==> src/rtl/cdp_pkg.sv <==
/*
  Shared constants and carriers of the correction descriptor parser:
  descriptor tags, flag byte layout, register offsets and views, states.
  Assumes one 50 MHz clock and APB register access with 32-bit data.
*/

package cdp_pkg;

  // ==========================================================
  // descriptor coding
  localparam logic [7:0] TAG_NET_INFO   = 8'hA0;
  localparam logic [7:0] TAG_CORRECTION = 8'hA1;
  localparam int         FLAG_TIME_BIT  = 7;
  localparam int         FLAG_POWER_BIT = 6;
  localparam int         FLAG_FREQ_BIT  = 5;
  localparam int         BURST_MSB      = 4;
  localparam int         BURST_LSB      = 3;
  localparam int         SCALE_MSB      = 2;
  localparam int         SCALE_LSB      = 0;
  localparam int         PMODE_BIT      = 7;
  // timing correction unit, counts of the reference clock
  localparam int         TIME_REF_MHZ   = 27;

  // ==========================================================
  // register map, byte addresses
  localparam logic [7:0] OFF_CTRL     = 8'h00;
  localparam logic [7:0] OFF_STATUS   = 8'h04;
  localparam logic [7:0] OFF_TIME     = 8'h08;
  localparam logic [7:0] OFF_POWER    = 8'h0C;
  localparam logic [7:0] OFF_FREQ     = 8'h10;
  localparam logic [7:0] OFF_CNT_OK   = 8'h14;
  localparam logic [7:0] OFF_CNT_SKIP = 8'h18;
  localparam logic [7:0] OFF_CNT_ERR  = 8'h1C;
  localparam int         CTRL_EN_BIT  = 0;
  localparam int         CTRL_FWD_BIT = 1;
  localparam int         CTRL_CLR_BIT = 2;
  localparam int         STAT_ERR_BIT = 0;
  localparam int         STAT_NEW_BIT = 1;
  localparam logic       CTRL_EN_RST  = 1'b1;
  localparam logic       CTRL_FWD_RST = 1'b1;

  typedef enum logic [1:0] {
    cdp_traffic_burst,
    cdp_common_signalling_burst,
    cdp_acquisition_burst,
    cdp_sync_burst
  } cdp_burst_e;

  // nine states need four bits
  typedef enum logic [3:0] {
    cdp_s_tag, cdp_s_len, cdp_s_body, cdp_s_skip,
    cdp_s_flags, cdp_s_time, cdp_s_power, cdp_s_fhi, cdp_s_flo
  } cdp_state_e;

  // decoded correction set
  typedef struct packed {
    logic        time_ok;
    logic        power_ok;
    logic        freq_ok;
    cdp_burst_e  burst;
    logic [15:0] time_scaled;
    logic        power_mode;
    logic [6:0]  power_value;
    logic [15:0] freq;
  } cdp_corr_s;

  // management byte stream
  typedef struct packed {
    logic       valid;
    logic       first;
    logic       last;
    logic [7:0] data;
  } cdp_mgmt_s;

  // register read views
  typedef struct packed {
    logic [12:0] zero;
    logic        ok;
    cdp_burst_e  burst;
    logic [15:0] scaled;
  } cdp_time_reg_s;

  typedef struct packed {
    logic [22:0] zero;
    logic        ok;
    logic        mode;
    logic [6:0]  value;
  } cdp_power_reg_s;

  typedef struct packed {
    logic [14:0] zero;
    logic        ok;
    logic [15:0] value;
  } cdp_freq_reg_s;

endpackage : cdp_pkg

==> src/rtl/cdp_time_scale.sv <==
/*
  Scales a signed timing correction by a power of two, filling the
  vacated low bits with a mid-range one-then-zeros pattern.
  Purely combinational; the caller registers the result.
*/
`timescale 1ns/1ns

module cdp_time_scale #(
  parameter int CORR_W  = 8,
  parameter int SCALE_W = 3,
  parameter int OUT_W   = 16
) (
  // correction in
  input  wire logic [CORR_W-1:0]  corr,
  input  wire logic [SCALE_W-1:0] shift,
  // scaled count out
  output logic      [OUT_W-1:0]   scaled
);

  initial
  begin
    if (OUT_W < CORR_W + (1 << SCALE_W) - 1)
      $error("cdp_time_scale: OUT_W too narrow for the shift range");
  end

  logic [OUT_W-1:0] ext;
  logic [OUT_W-1:0] fill;

  always_comb
  begin
    ext  = {{(OUT_W-CORR_W){corr[CORR_W-1]}}, corr};
    // halves the truncation error of the coarse step
    fill = (shift == '0) ? '0 : (OUT_W'(1) << (shift - SCALE_W'(1)));
    scaled = (ext << shift) | fill;
  end

endmodule : cdp_time_scale

==> src/rtl/cdp_event_counter.sv <==
/*
  Saturating event counter with synchronous clear.
  Assumes hit and clear come from logic on the same clock.
*/
`timescale 1ns/1ns

module cdp_event_counter #(
  parameter int W = 16
) (
  // clock and reset
  input  wire logic         pclk,
  input  wire logic         presetn,
  // control
  input  wire logic         clear,
  input  wire logic         hit,
  // count
  output logic      [W-1:0] count
);

  initial
  begin
    if (W < 1 || W > 32)
      $error("cdp_event_counter: W must be 1 to 32");
  end

  typedef struct packed {
    logic [W-1:0] cnt;
  } cdp_cnt_st_s;

  cdp_cnt_st_s q;
  cdp_cnt_st_s d;

  always_comb
  begin
    d = q;
    if (clear)
      d.cnt = '0;
    else if (hit && q.cnt != '1)
      d.cnt = q.cnt + W'(1);
  end

  always_ff @(posedge pclk or negedge presetn)
  begin
    if (!presetn)
      q <= '0;
    else
      q <= d;
  end

  assign count = q.cnt;

endmodule : cdp_event_counter

==> src/rtl/cdp_parser.sv <==
/*
  Correction descriptor parser: walks a byte stream of descriptors,
  passes network-layer info bodies to the management port, decodes
  correction message descriptors and keeps results in APB registers.
  Assumes the byte source shares pclk and holds a byte while in_ready
  is low; APB master follows the usual setup and access phases.
*/
// The implementer's own choices: the register addresses and the APB slave port.
`timescale 1ns/1ns

module cdp_parser #(
  parameter int CNT_W = 16
) (
  // clock and reset
  input  wire logic                pclk,
  input  wire logic                presetn,
  // apb slave
  input  wire logic                psel,
  input  wire logic                penable,
  input  wire logic                pwrite,
  input  wire logic [7:0]          paddr,
  input  wire logic [31:0]         pwdata,
  output logic      [31:0]         prdata,
  output logic                     pready,
  output logic                     pslverr,
  // descriptor byte stream
  input  wire logic                in_valid,
  input  wire logic [7:0]          in_data,
  output logic                     in_ready,
  // management plane bytes
  output cdp_pkg::cdp_mgmt_s       mgmt,
  // decoded corrections
  output logic                     corr_valid,
  output cdp_pkg::cdp_corr_s       corr,
  output logic                     format_error
);

  initial
  begin
    if (CNT_W < 1 || CNT_W > 32)
      $error("cdp_parser: CNT_W must be 1 to 32");
  end

  // ==========================================================
  // state
  typedef struct packed {
    cdp_pkg::cdp_state_e state;
    logic [7:0]          tag;
    logic [7:0]          rem;
    logic                nli_first;
    logic                ft;
    logic                fp;
    logic                ff;
    logic [1:0]          burst;
    logic [2:0]          scale;
    logic [7:0]          tcorr;
    logic                pmode;
    logic [6:0]          pval;
    logic [7:0]          fhi;
    cdp_pkg::cdp_corr_s  corr;
    logic                corr_valid;
    logic                fmt_err;
    cdp_pkg::cdp_mgmt_s  mgmt;
    logic                ctrl_en;
    logic                ctrl_fwd;
    logic                err_sticky;
    logic                new_sticky;
    logic [31:0]         prdata;
    logic                slverr;
  } cdp_parser_st_s;

  cdp_parser_st_s q;
  cdp_parser_st_s d;

  // ==========================================================
  // combinational helpers
  logic               take;
  logic               commit;
  logic               skip_ev;
  logic               apb_setup;
  logic               apb_wr;
  logic [2:0]         need;
  logic [7:0]         scl_in;
  logic [15:0]        scaled;
  logic               cur_ft;
  logic               cur_fp;
  logic               cur_ff;
  logic               cur_pmode;
  logic [6:0]         cur_pval;
  logic [1:0]         cur_burst;
  cdp_pkg::cdp_corr_s result;
  logic [2:0]         ev;
  logic               cnt_clr;
  logic [CNT_W-1:0]   cnt [3];
  cdp_pkg::cdp_time_reg_s  time_view;
  cdp_pkg::cdp_power_reg_s pow_view;
  cdp_pkg::cdp_freq_reg_s  freq_view;

  assign take      = in_valid & q.ctrl_en;
  assign apb_setup = psel & ~penable;
  assign apb_wr    = psel & penable & pwrite & ~q.slverr;

  // flags, power and timing may arrive in the committing byte itself
  always_comb
  begin
    cur_ft    = q.ft;
    cur_fp    = q.fp;
    cur_ff    = q.ff;
    cur_pmode = q.pmode;
    cur_pval  = q.pval;
    scl_in    = q.tcorr;
    cur_burst = q.burst;
    if (q.state == cdp_pkg::cdp_s_flags)
    begin
      cur_ft = in_data[cdp_pkg::FLAG_TIME_BIT];
      cur_fp = in_data[cdp_pkg::FLAG_POWER_BIT];
      cur_ff = in_data[cdp_pkg::FLAG_FREQ_BIT];
      // a flags-only descriptor commits before burst is registered
      cur_burst = in_data[cdp_pkg::BURST_MSB:cdp_pkg::BURST_LSB];
    end
    if (q.state == cdp_pkg::cdp_s_power)
    begin
      cur_pmode = in_data[cdp_pkg::PMODE_BIT];
      cur_pval  = in_data[6:0];
    end
    if (q.state == cdp_pkg::cdp_s_time)
      scl_in = in_data;
  end

  cdp_time_scale #(
    .CORR_W  (8),
    .SCALE_W (3),
    .OUT_W   (16)
  ) u_scale (
    .corr   (scl_in),
    .shift  (q.scale),
    .scaled (scaled)
  );

  always_comb
  begin
    result             = '0;
    result.time_ok     = cur_ft;
    result.power_ok    = cur_fp;
    result.freq_ok     = cur_ff;
    result.burst       = cdp_pkg::cdp_burst_e'(cur_burst);
    result.time_scaled = cur_ft ? scaled : 16'h0000;
    result.power_mode  = cur_fp & cur_pmode;
    // signed half-dB step or quality figure, same format both ways
    result.power_value = cur_fp ? cur_pval : 7'h00;
    result.freq        = cur_ff ? {q.fhi, in_data} : 16'h0000;
  end

  // ==========================================================
  // parser and register file
  always_comb
  begin
    d              = q;
    d.corr_valid   = 1'b0;
    d.fmt_err      = 1'b0;
    d.mgmt.valid   = 1'b0;
    d.mgmt.first   = 1'b0;
    d.mgmt.last    = 1'b0;
    commit         = 1'b0;
    skip_ev        = 1'b0;
    cnt_clr        = 1'b0;
    need           = 3'h1 + {2'h0, in_data[cdp_pkg::FLAG_TIME_BIT]}
                   + {2'h0, in_data[cdp_pkg::FLAG_POWER_BIT]}
                   + {1'h0, in_data[cdp_pkg::FLAG_FREQ_BIT], 1'h0};

    if (take)
    begin
      case (q.state)
        cdp_pkg::cdp_s_tag:
        begin
          d.tag   = in_data;
          d.state = cdp_pkg::cdp_s_len;
        end
        cdp_pkg::cdp_s_len:
        begin
          d.rem = in_data;
          if (q.tag == cdp_pkg::TAG_NET_INFO)
          begin
            d.nli_first = 1'b1;
            d.state = (in_data == 8'h00) ? cdp_pkg::cdp_s_tag
                                         : cdp_pkg::cdp_s_body;
          end
          else if (q.tag == cdp_pkg::TAG_CORRECTION)
          begin
            if (in_data == 8'h00)
            begin
              d.fmt_err = 1'b1;
              d.state   = cdp_pkg::cdp_s_tag;
            end
            else
              d.state = cdp_pkg::cdp_s_flags;
          end
          else
          begin
            skip_ev = 1'b1;
            d.state = (in_data == 8'h00) ? cdp_pkg::cdp_s_tag
                                         : cdp_pkg::cdp_s_skip;
          end
        end
        cdp_pkg::cdp_s_body:
        begin
          // body is opaque; dropped when forwarding is off
          d.mgmt.valid = q.ctrl_fwd;
          d.mgmt.first = q.ctrl_fwd & q.nli_first;
          d.mgmt.last  = q.ctrl_fwd & (q.rem == 8'h01);
          d.mgmt.data  = in_data;
          d.nli_first  = 1'b0;
          d.rem        = q.rem - 8'h01;
          if (q.rem == 8'h01)
            d.state = cdp_pkg::cdp_s_tag;
        end
        cdp_pkg::cdp_s_skip:
        begin
          d.rem = q.rem - 8'h01;
          if (q.rem == 8'h01)
            d.state = cdp_pkg::cdp_s_tag;
        end
        cdp_pkg::cdp_s_flags:
        begin
          d.ft    = in_data[cdp_pkg::FLAG_TIME_BIT];
          d.fp    = in_data[cdp_pkg::FLAG_POWER_BIT];
          d.ff    = in_data[cdp_pkg::FLAG_FREQ_BIT];
          d.burst = in_data[cdp_pkg::BURST_MSB:cdp_pkg::BURST_LSB];
          d.scale = in_data[cdp_pkg::SCALE_MSB:cdp_pkg::SCALE_LSB];
          d.rem   = q.rem - 8'h01;
          if ({5'h00, need} != q.rem)
          begin
            // drop the rest so the next tag still lines up
            d.fmt_err = 1'b1;
            d.state   = (q.rem == 8'h01) ? cdp_pkg::cdp_s_tag
                                         : cdp_pkg::cdp_s_skip;
          end
          else if (in_data[cdp_pkg::FLAG_TIME_BIT])
            d.state = cdp_pkg::cdp_s_time;
          else if (in_data[cdp_pkg::FLAG_POWER_BIT])
            d.state = cdp_pkg::cdp_s_power;
          else if (in_data[cdp_pkg::FLAG_FREQ_BIT])
            d.state = cdp_pkg::cdp_s_fhi;
          else
            commit = 1'b1;
        end
        cdp_pkg::cdp_s_time:
        begin
          d.tcorr = in_data;
          d.rem   = q.rem - 8'h01;
          if (q.fp)
            d.state = cdp_pkg::cdp_s_power;
          else if (q.ff)
            d.state = cdp_pkg::cdp_s_fhi;
          else
            commit = 1'b1;
        end
        cdp_pkg::cdp_s_power:
        begin
          d.pmode = in_data[cdp_pkg::PMODE_BIT];
          d.pval  = in_data[6:0];
          d.rem   = q.rem - 8'h01;
          if (q.ff)
            d.state = cdp_pkg::cdp_s_fhi;
          else
            commit = 1'b1;
        end
        cdp_pkg::cdp_s_fhi:
        begin
          d.fhi   = in_data;
          d.rem   = q.rem - 8'h01;
          d.state = cdp_pkg::cdp_s_flo;
        end
        cdp_pkg::cdp_s_flo:
        begin
          d.rem  = q.rem - 8'h01;
          commit = 1'b1;
        end
        default:
          d.state = cdp_pkg::cdp_s_tag;
      endcase
    end

    if (commit)
    begin
      d.corr       = result;
      d.corr_valid = 1'b1;
      d.state      = cdp_pkg::cdp_s_tag;
    end

    // apb setup phase samples read data and decode error
    if (apb_setup)
    begin
      d.prdata = 32'h0000_0000;
      d.slverr = 1'b0;
      case (paddr)
        cdp_pkg::OFF_CTRL:
        begin
          d.prdata[cdp_pkg::CTRL_EN_BIT]  = q.ctrl_en;
          d.prdata[cdp_pkg::CTRL_FWD_BIT] = q.ctrl_fwd;
        end
        cdp_pkg::OFF_STATUS:
        begin
          d.prdata[cdp_pkg::STAT_ERR_BIT] = q.err_sticky;
          d.prdata[cdp_pkg::STAT_NEW_BIT] = q.new_sticky;
        end
        cdp_pkg::OFF_TIME:     d.prdata = time_view;
        cdp_pkg::OFF_POWER:    d.prdata = pow_view;
        cdp_pkg::OFF_FREQ:     d.prdata = freq_view;
        cdp_pkg::OFF_CNT_OK:   d.prdata = 32'(cnt[0]);
        cdp_pkg::OFF_CNT_SKIP: d.prdata = 32'(cnt[1]);
        cdp_pkg::OFF_CNT_ERR:  d.prdata = 32'(cnt[2]);
        default:               d.slverr = 1'b1;
      endcase
    end

    if (apb_wr && paddr == cdp_pkg::OFF_CTRL)
    begin
      d.ctrl_en  = pwdata[cdp_pkg::CTRL_EN_BIT];
      d.ctrl_fwd = pwdata[cdp_pkg::CTRL_FWD_BIT];
      cnt_clr    = pwdata[cdp_pkg::CTRL_CLR_BIT];
      // disabling abandons any descriptor in flight
      if (!pwdata[cdp_pkg::CTRL_EN_BIT])
        d.state = cdp_pkg::cdp_s_tag;
    end

    // write one to clear; a new event in the same cycle wins
    if (apb_wr && paddr == cdp_pkg::OFF_STATUS)
    begin
      if (pwdata[cdp_pkg::STAT_ERR_BIT])
        d.err_sticky = 1'b0;
      if (pwdata[cdp_pkg::STAT_NEW_BIT])
        d.new_sticky = 1'b0;
    end
    if (d.fmt_err)
      d.err_sticky = 1'b1;
    if (d.corr_valid)
      d.new_sticky = 1'b1;
  end

  always_comb
  begin
    time_view        = '0;
    time_view.ok     = q.corr.time_ok;
    time_view.burst  = q.corr.burst;
    time_view.scaled = q.corr.time_scaled;
    pow_view         = '0;
    pow_view.ok      = q.corr.power_ok;
    pow_view.mode    = q.corr.power_mode;
    pow_view.value   = q.corr.power_value;
    freq_view        = '0;
    freq_view.ok     = q.corr.freq_ok;
    freq_view.value  = q.corr.freq;
  end

  always_ff @(posedge pclk or negedge presetn)
  begin
    if (!presetn)
    begin
      q          <= '0;
      q.ctrl_en  <= cdp_pkg::CTRL_EN_RST;
      q.ctrl_fwd <= cdp_pkg::CTRL_FWD_RST;
    end
    else
      q <= d;
  end

  // ==========================================================
  // event counters: committed, skipped, format errors
  assign ev = {d.fmt_err, skip_ev & take, d.corr_valid};

  for (genvar i = 0; i < 3; i++)
  begin : g_cnt
    cdp_event_counter #(
      .W (CNT_W)
    ) u_cnt (
      .pclk    (pclk),
      .presetn (presetn),
      .clear   (cnt_clr),
      .hit     (ev[i]),
      .count   (cnt[i])
    );
  end

  // ==========================================================
  // outputs
  assign in_ready     = q.ctrl_en;
  assign prdata       = q.prdata;
  assign pready       = 1'b1;
  assign pslverr      = q.slverr & psel & penable;
  assign mgmt         = q.mgmt;
  assign corr_valid   = q.corr_valid;
  assign corr         = q.corr;
  assign format_error = q.fmt_err;

endmodule : cdp_parser

==> config.mk <==
export PLATFORM = sky130hd
export DESIGN_NAME = cdp_parser
export DESIGN_NICKNAME = d
export VERILOG_FILES = /design/src/rtl/cdp_pkg.sv /design/src/rtl/cdp_time_scale.sv /design/src/rtl/cdp_event_counter.sv /design/src/rtl/cdp_parser.sv
export SDC_FILE = /design/constraint.sdc
export NUM_CORES = 1
export LEC_CHECK = 0
export ABC_AREA = 1
export BUFFER_PORTS_ARGS = -buffer_cell sky130_fd_sc_hd__buf_2
export CAP_MARGIN = 0
export CORE_UTILIZATION = 25
export DETAILED_ROUTE_END_ITERATION = 10
export SKIP_LAST_GASP = 1
export SYNTH_ARGS = -nofsm -noshare
export SYNTH_HDL_FRONTEND = slang
export SYNTH_SLANG_ARGS = --single-unit
==> constraint.sdc <==
create_clock -name pclk -period 3.4 [get_ports pclk]
set_input_delay 0.17 -clock pclk [delete_from_list [all_inputs] [get_ports pclk]]
set_output_delay 0.17 -clock pclk [all_outputs]
set_load 0.01 [all_outputs]
==> impl_metrics.yaml, run 1 <==
sta:
  worstMarginPinSlew_ps: 832.9
  fin_crit_ps: 2459
  setup_viol_count_final: 0
  tns_ps: 0
  rsz0062_at_grt: "no"
  drv_slew: 0
  max_freq_mhz: 406.7
  hold_viol: 0
  slew_headroom: 0.4417
  skew_ps: 13.89
  period_share: 0.7232
  setup_slack_ps: 941.2
synthesis:
  synth-seq-cells: 182
  synth.largest_area_cell: "dfrtp_1"
  async_reset_ff_frac: 1.000
  synth.distinct_cells: 42
  avgSynthCellArea_um2: 7.406
  synth_most_common_cell: "nand2_1"
  ys_top_cells_by_area: "dfrtp_1 (42%), nand2_1 (15%), nand3_1 (7.2%)"
  synthCells: 1460
  synth_ff_type: "dfrtp_1"
  netlist_top_cells_count: "nand2_1 (434), dfrtp_1 (180), nand3_1 (155)"
  ys_seq_area_frac: 0.4214
  syn_area_mm2: 0.01081
  yosysWarnings: 0
  yosysTopAreaCellShare: 0.4166
  synth_edf_count: 0
setup_path:
  cp_slowest_stage_delay_ps: 600
  startpoint_type: "flip-flop"
  end_kind: "flip-flop"
  critical_path_buf_inv_count: 3
  crit_family: "simple AND/OR/NAND/NOR gates"
  worstReg2RegStart: "q[0]"
  slowest_stage: "nand3_2"
  required_ps: 3740
  path_cells: "inv_1 > nand2_1 > nor2_1 > nand3_2 > buf_4 > buf_4 > nand3_1 > nand2_1"
  crit_arrival_ps: 2790
  worst-path-max-fanout: 31
  startpoint: "q[0]"
  path_class: "flip-flop to flip-flop"
floorplan:
  ioPinCount: 147
  die_w_um: 210.0
  coreArea_mm2: 0.04232
  dieArea_mm2: 0.04409
  die_h_um: 210.0
  rows: 75
  initial_core_util: 0.2555
layout:
  fin_util: 0.2805
  fin_nets: 1535
  antenna_cells: 0
  design_area_mm2: 0.01187
  instances_no_fill: 2061
  drive_above_1_share: 0.1260
  fillers: 4617
  areaGrowthSynthToFinish_pct: 9.801
run:
  cap_violations: 0
cts:
  cts.sinks: 182
  postCtsSetupBuffers: 0
  postCtsHoldBufs: 1
  root_buffer: "clkbuf_16"
  cts_resized: 0
  clk_pin_slew_ps: 80
  insertion_delay_ps: 450
  cts.path.max_buffers: 2
  htree_levels: 4
  numCtsBuffers: 17
  tritoncts: "built"
pwr:
  p_comb_frac: 0.178
  p_leak_uw: 0.005903
  p_sw_frac: 0.3239
  seqPwrFrac: 0.463
  irDropWorstVdd_mv: 0.2664
  intPower_uw: 3638
  clock_power_share: 0.359
  powerDensity_mw_per_mm2: 453.3
  p_sw_uw: 1743
grt:
  grt_usage: 0.1487
  grt.met2_usage: 0.2318
  antenna_found_initial: 0
  grt_pass1_wl_um: 50670
  grt_max_degree: 94
  grt_remaining_overflow: 0
  grt_util_met3: 0.03218
  busiest_layer: "met2"
  globalRouteMet1Util: 0.2048
  grt_pass1_vias: 8838
hold_path:
  hold_class: "input port to flip-flop"
  hold_start: "pwdata[1]"
detailed_routing:
  drt_iter0_markers: 935
  post-route-drc-count: 0
  drt-wirelength-per-cell_um: 15.71
  viasPerCell: 4.556
  ant_nets: 0
  firstDrtPassIters: 6
  wirelength_um: 32380
  vias: 9390
placement:
  dp.cells: 2028
  portBuffers: 103
  placedInstanceArea_mm2: 0.01130
  gp_congestion: 0.9460
  place_hpwl_um: 24250
  place_ws_ps: 860.3
run_status:
  outcome: "completed"
-- flip-flops by register name (all words and copies together) (netlist names) --
| register | count |
|---|---|
| in_ready | 1 |
| prdata | 19 |
| corr_valid | 1 |
| q | 57 |
| corr | 44 |
| mgmt | 11 |
| g_cnt.u_cnt.count | 48 |
| format_error | 1 |
-- path summary, 6_finish.rpt --
check                      cells past startpoint                       end  slack, ps
min                                            3                     q[35]          8
min reg2reg                                    2                 prdata[3]        480
min in group asynchronous                      2                 prdata[9]        390
max in group asynchronous                      3   g_cnt[1].u_cnt.count[3]       2110
max reg2reg                                    8  g_cnt[0].u_cnt.count[15]        940
max                                            8  g_cnt[0].u_cnt.count[15]        940
-- final cells by class --
cell class                      count  area [um^2]  area share
Clock buffer                       18        429.2     0.03615
Tap cell                          577        721.9     0.06081
Inverter                          142        538.0     0.04532
Sequential cell                   182         4557      0.3838
Timing Repair Buffer              121        674.4     0.05680
Multi-Input combinational cell   1007         4823      0.4063
Clock inverter                     14        128.9     0.01085
-- worst register-to-register path, cell delays in order (launching register included) --
cell and delay [ps]:
dfrtp_1 380, inv_1 70, nand2_1 50, nor2_1 390
nand3_2 600, buf_4 420, buf_4 250, nand3_1 140
nand2_1 70
-- kinds of logic after synthesis --
logic type               after synthesis  share of synthesized area
flip-flops                           182                     0.4214
other                                  2                  0.0006945
adder cells (fa/ha/maj)               10                    0.01157
AND/OR/NAND/NOR                      772                     0.3118
AO/OA/AOI/OAI                        169                    0.08331
buffers and inverters                283                     0.1371
XOR/XNOR                              42                    0.03402
-- power by group through the flow --
stage | clock, uW | sequential, uW | combinational [uW]
after floorplan | 0 | 2490 | 740
after detailed placement | 0 | 2530 | 957
after CTS | 1980 | 2490 | 964
after global routing | 2070 | 2520 | 1110
after global placement | 0 | 2520 | 941
final | 1930 | 2490 | 958
-- metal layers --
metal | wire [um] | vias up
met1 | 14810 | 4427
met3 | 2145 | 42
met5 | 0 | -
li1 | - | 4642
met4 | 800 | 0
met2 | 14620 | 279
-- through the flow --
step,hold slack [ps],power [uW]
finish,8.371,5382
detailed placement,309.6,3488
global route,35.19,5697
floorplan,-125.6,3234
global placement,301.3,3458
CTS,3.177,5430
-- cells in the final DEF, fill, tap and decap left out, types with 13 or more instances in the layout --
cell type,instances
a21oi_1,13
buf_2,102
buf_4,16
clkbuf_16,17
conb_1,14
dfrtp_1,180
inv_1,131
nand2_1,434
nand3_1,154
nand4_1,40
nor2_1,92
nor3_1,25
o21ai_0,114
o21ai_1,15
o22ai_1,17
xor2_1,37
Power figures use the tool's default switching activity.
==> inputs of run 2 (changes only) <==
clock period = 2.5 ns   (was 3.4 ns; I/O delays follow)
==> run 2 against run 1 <==
Sequential cell count stayed put. Largest cell class unchanged. Critical path depth is 8 higher. Critical endpoint is now corr[23]. Cell area is 2.0% higher. Count of clock-buffer cells in the layout is 2 higher. Via count is 2.0% higher. Highest routed layer unchanged. Largest power group unchanged. Clock skew hardly changed.
==> impl_metrics.yaml, run 2 (synthesis gave the netlist of run 1 again) <==
setup_path:
  slowest_stage: "dlygate4sd3_1"
  path_class: "input port to flip-flop"
  worstReg2RegStart: "q[147]"
  startpoint_type: "input port"
  crit_family: "simple AND/OR/NAND/NOR gates"
  rrSetupSlack_ps: 210
  end_kind: "flip-flop"
  critical_path_buf_inv_count: 5
  cp_slowest_stage_delay_ps: 510
  critPathMostFrequentCell: "nand2_1"
  worstRegToRegCells: 10
  required_ps: 2890
  r2r_end: "g_cnt[1].u_cnt.count[8]"
  worst-path-max-fanout: 24
  path_cells: "dlygate4sd3_1 > buf_2 > clkinv_1 > ha_1 > inv_1 > ha_1 > nand2_1 > nand2_1 > nor2_1 > nand3_1 > nand3_2 > nand2_2 > buf_6 > nor2_4 > nand2_1 > nand2_1"
  crit_arrival_ps: 2710
sta:
  drv_slew: 0
  setup_slack_ps: 179.1
  slew_headroom: 0.4893
  period_share: 0.9284
  hold_viol: 0
  max_freq_mhz: 430.9
  fin_crit_ps: 2321
  worstMarginPinSlew_ps: 766.0
  rsz0062_at_grt: "no"
  tns_ps: 0
  skew_ps: 13.47
  setup_viol_count_final: 0
cts:
  root_buffer: "clkbuf_16"
  cts.path.max_buffers: 2
  htree_levels: 4
  clk_pin_slew_ps: 70
  tritoncts: "built"
  postCtsSetupBuffers: 0
  numCtsBuffers: 17
  cts.sinks: 182
  insertion_delay_ps: 450
pwr:
  powerDensity_mw_per_mm2: 615.9
  p_leak_uw: 0.006031
  irDropWorstVdd_mv: 0.4658
layout:
  antenna_cells: 0
  final_common_cell: "nand2_1"
  fillers: 4647
  fin_nets: 1559
  areaGrowthSynthToFinish_pct: 12.00
  largest_reg_flops: 57
  fin_util: 0.2861
  top_register: "q"
  drive_above_1_share: 0.1346
  final_cell_mix: "nand2_1 (434), dfrtp_1 (180), nand3_1 (154), inv_1 (131), o21ai_0 (114)"
grt:
  grt_max_degree: 91
  grt_pass1_vias: 8944
  antenna_found_initial: 0
  grt_remaining_overflow: 0
  grt_usage: 0.1537
  grt_pass1_wl_um: 51690
detailed_routing:
  drt_iter0_markers: 897
  viasPerCell: 4.595
  wirelength_um: 33260
  ant_nets: 0
  firstDrtPassIters: 6
  drt-wirelength-per-cell_um: 15.95
  vias: 9580
  post-route-drc-count: 0
floorplan:
  dieArea_mm2: 0.04409
  coreArea_mm2: 0.04232
  die_h_um: 210.0
  initial_core_util: 0.2555
  die_w_um: 210.0
  rows: 75
  ioPinCount: 147
hold_path:
  hold_start: "in_data[0]"
  worstHoldPathCells: 3
  hold_class: "input port to flip-flop"
  hold-path-endpoint: "q[95]"
placement:
  place_ws_ps: 197.0
  portBuffers: 103
  gp_congestion: 0.9134
  place_hpwl_um: 25240
run_status:
  outcome: "completed"
run:
  cap_violations: 0
run 2: cell count changes in the layout (fill, tap and decap cells not counted), sizes merged:
cell / before / now
buf: 119 / 136
dlygate4sd3: 1 / 8
inv: 149 / 145
bufinv: 0 / 2
clkbuf: 19 / 21
clkinv: 6 / 5
clkinvlp: 1 / 2
run 2: what timing repair did:
item	in CTS	in global routing
setup endpoints to repair	0	9
hold buffers	8	0
resized for setup	0	2
hold endpoints to repair	92	0
run 2: worst register-to-register path, stage by stage, from the launching register on:
cell,delay (ps)
dfrtp_1,470
nor2_1,200
inv_2,80
nor2_4,160
inv_1,70
nor2_2,110
nand2_1,190
a21oi_4,530
nor2_4,180
nand2_1,100
nand2_1,60
run 2: power breakdown:
group | leakage [uW] | switching, uW | internal, uW
Clock | 0.000284 | 1230 | 1520
Sequential | 0.00237 | 193 | 3200
Combinational | 0.00338 | 869 | 441
Total | 0.00603 | 2290 | 5160
run 2: metal layers:
metal	GRT usage	vias up	wire length, um
met5	0	-	0
met4	0.05286	0	908
met3	0.03844	45	2129
met2	0.2373	310	15090
met1	0.2085	4541	15140
li1	-	4684	-
run 2: final cells by class:
cell class,count,area (um^2),share of cell area
Clock buffer,20,446.7,0.03688
Clock inverter,12,143.9,0.01188
Multi-Input combinational cell,1007,4823,0.3983
Tap cell,577,721.9,0.05961
Timing Repair Buffer,145,879.6,0.07263
Sequential cell,182,4557,0.3763
Inverter,142,538.0,0.04443
run 2: metrics by stage:
stage	cell area (um^2)	power (uW)	hold slack [ps]	instances
6_report	12110	7459	28.78	2085
5_1_grt	12110	7887	22.96	2085
4_1_cts	12100	7539	5.602	2085
3_5_place_dp	11430	4745	250.4	2045
3_3_place_gp	11430	4717	242.0	2045
2_1_floorplan	10860	4398	-170.6	1472
run 2: how the worst max path moves through the flow:
stage	depth (start not counted)	startpoint	slack, ps	end
after global routing	16	in_data[7]	1	corr[23]
after floorplan	16	in_data[6]	490	corr[10]
after global placement	15	in_data[7]	240	q[146]
final	16	in_data[7]	180	corr[23]
after CTS	16	in_data[7]	110	q[146]
after detailed placement	15	in_data[7]	200	q[146]
==> inputs of run 3 (changes only) <==
CELL_PAD_IN_SITES_DETAIL_PLACEMENT = 0   (was unset)
CELL_PAD_IN_SITES_GLOBAL_PLACEMENT = 1   (was unset)
PLACE_DENSITY_LB_ADDON = 0.1   (was unset)
==> run 3 against run 2 <==
Hold slack improved by 23 ps. Sequential power about the same. Non-clock buffer count increased by 20. Maximum frequency increased by 5.2%. Final cell count increased by 0.91%. Register-to-register slack improved by 90 ps. Cell area increased by 1.4%. Highest routed layer unchanged.
==> impl_metrics.yaml, run 3 (synthesis gave the netlist of run 1 again) <==
run_status:
  outcome: "completed"
pwr:
  irDropWorstVdd_mv: 0.4026
  p_leak_uw: 0.006129
  powerDensity_mw_per_mm2: 609.3
cts:
  root_buffer: "clkbuf_16"
  postCtsSetupBuffers: 0
  insertion_delay_ps: 480
  htree_levels: 4
  cts_resized: 0
  cts.path.max_buffers: 2
  postCtsHoldBufs: 13
  clk_pin_slew_ps: 80
  tritoncts: "built"
  numCtsBuffers: 17
  cts.sinks: 182
sta:
  slew_headroom: 0.5327
  fin_crit_ps: 2206
  hold_viol: 0
  max_freq_mhz: 453.4
  tns_ps: 0
  hold_ws_ps: 51.69
  skew_ps: 10.73
  worstMarginPinSlew_ps: 700.2
  setup_slack_ps: 294.3
  setup_viol_count_final: 0
  rsz0062_at_grt: "no"
  drv_slew: 0
  period_share: 0.8823
hold_path:
  hold_class: "input port to flip-flop"
floorplan:
  ioPinCount: 147
  die_h_um: 210.0
  initial_core_util: 0.2555
  die_w_um: 210.0
  rows: 75
  dieArea_mm2: 0.04409
  coreArea_mm2: 0.04232
placement:
  place_hpwl_um: 28960
  gp_congestion: 0.8465
  placedInstanceArea_mm2: 0.01158
  portBuffers: 103
  place_ws_ps: 283.4
detailed_routing:
  viasPerCell: 4.447
  drt-wirelength-per-cell_um: 18.20
  drt_iter0_markers: 563
  vias: 9357
  firstDrtPassIters: 5
  wirelength_um: 38280
  post-route-drc-count: 0
  ant_nets: 0
setup_path:
  slowest_stage: "dlygate4sd3_1"
  critPathMostFrequentCell: "nand2_1"
  worst-path-max-fanout: 16
  end_kind: "flip-flop"
  path_cells: "dlygate4sd3_1 > buf_2 > inv_1 > ha_1 > inv_1 > ha_1 > inv_1 > nand2_1 > nand2_1 > nor2_1 > nand4_1 > nand2_1 > nand2_2 > nand2_2 > nand3_1 > nand2_1"
  critical_path_buf_inv_count: 5
  crit_arrival_ps: 2630
  required_ps: 2920
  crit_family: "simple AND/OR/NAND/NOR gates"
  cp_slowest_stage_delay_ps: 520
  path_class: "input port to flip-flop"
  startpoint_type: "input port"
grt:
  grt_usage: 0.1810
  antenna_found_initial: 0
  grt_remaining_overflow: 0
  grt_pass1_wl_um: 58510
  grt_max_degree: 64
  grt_pass1_vias: 9315
layout:
  areaGrowthSynthToFinish_pct: 13.55
  antenna_cells: 0
  largest_reg_flops: 57
  final_cell_mix: "nand2_1 (434), dfrtp_1 (180), nand3_1 (154), inv_1 (131), o21ai_0 (114)"
  fin_nets: 1579
  design_area_mm2: 0.01228
  top_register: "q"
  final_common_cell: "nand2_1"
  drive_above_1_share: 0.1434
run:
  cap_violations: 0
run 3: power by group:
group / switching [uW] / total (uW) / leakage [uW] / internal (uW)
Sequential: 193 / 3390 / 0.00237 / 3200
Combinational: 878 / 1340 / 0.00349 / 457
Clock: 1360 / 2750 / 0.000273 / 1390
run 3: cell type report:
class                   count  area (um^2)
clock buffers              17        425.4
clock inverters            14        140.1
fillers                  4717        30040
inverters                 142        538.0
multi-input cells        1007         4823
flip-flops and latches    182         4557
well taps                 577        721.9
repair buffers            165         1072
run 3: per-stage QoR:
step	utilization	total power (uW)	std cells
2_1_floorplan	-	4398	1472
3_3_place_gp	0.2737	4798	2060
3_5_place_dp	0.2737	4799	2060
4_1_cts	0.2901	7638	2104
5_1_grt	0.2901	7971	2104
6_report	0.2901	7481	2104
run 3: final timing paths:
path | startpoint | end | slack, ps | cells past startpoint
worst max-delay path | in_data[6] | g_cnt[2].u_cnt.count[8] | 290 | 16
max in group asynchronous | presetn | q[35] | 1510 | 3
worst min register to register | prdata[1] | prdata[1] | 480 | 2
worst min-delay path | pwdata[0] | q[34] | 50 | 4
min in group asynchronous | presetn | g_cnt[0].u_cnt.count[6] | 230 | 2
worst max register to register | g_cnt[1].u_cnt.count[0] | g_cnt[1].u_cnt.count[13] | 300 | 10
run 3: worst reg2reg max path, cell delays in order, from the launching register on:
cell	delay [ps]
dfrtp_1	430
ha_1	280
nand2_1	70
nor3_1	270
nand2_1	110
nor2_1	210
a21oi_4	110
buf_12	170
nor2_4	310
nand2_1	90
nand2_1	80
run 3: layer usage:
metal	vias up	wire length, um	GRT usage
li1	4736	-	-
met1	4454	17960	0.2374
met2	126	18310	0.2959
met3	41	924	0.03084
met4	0	1083	0.07199
met5	-	0	0
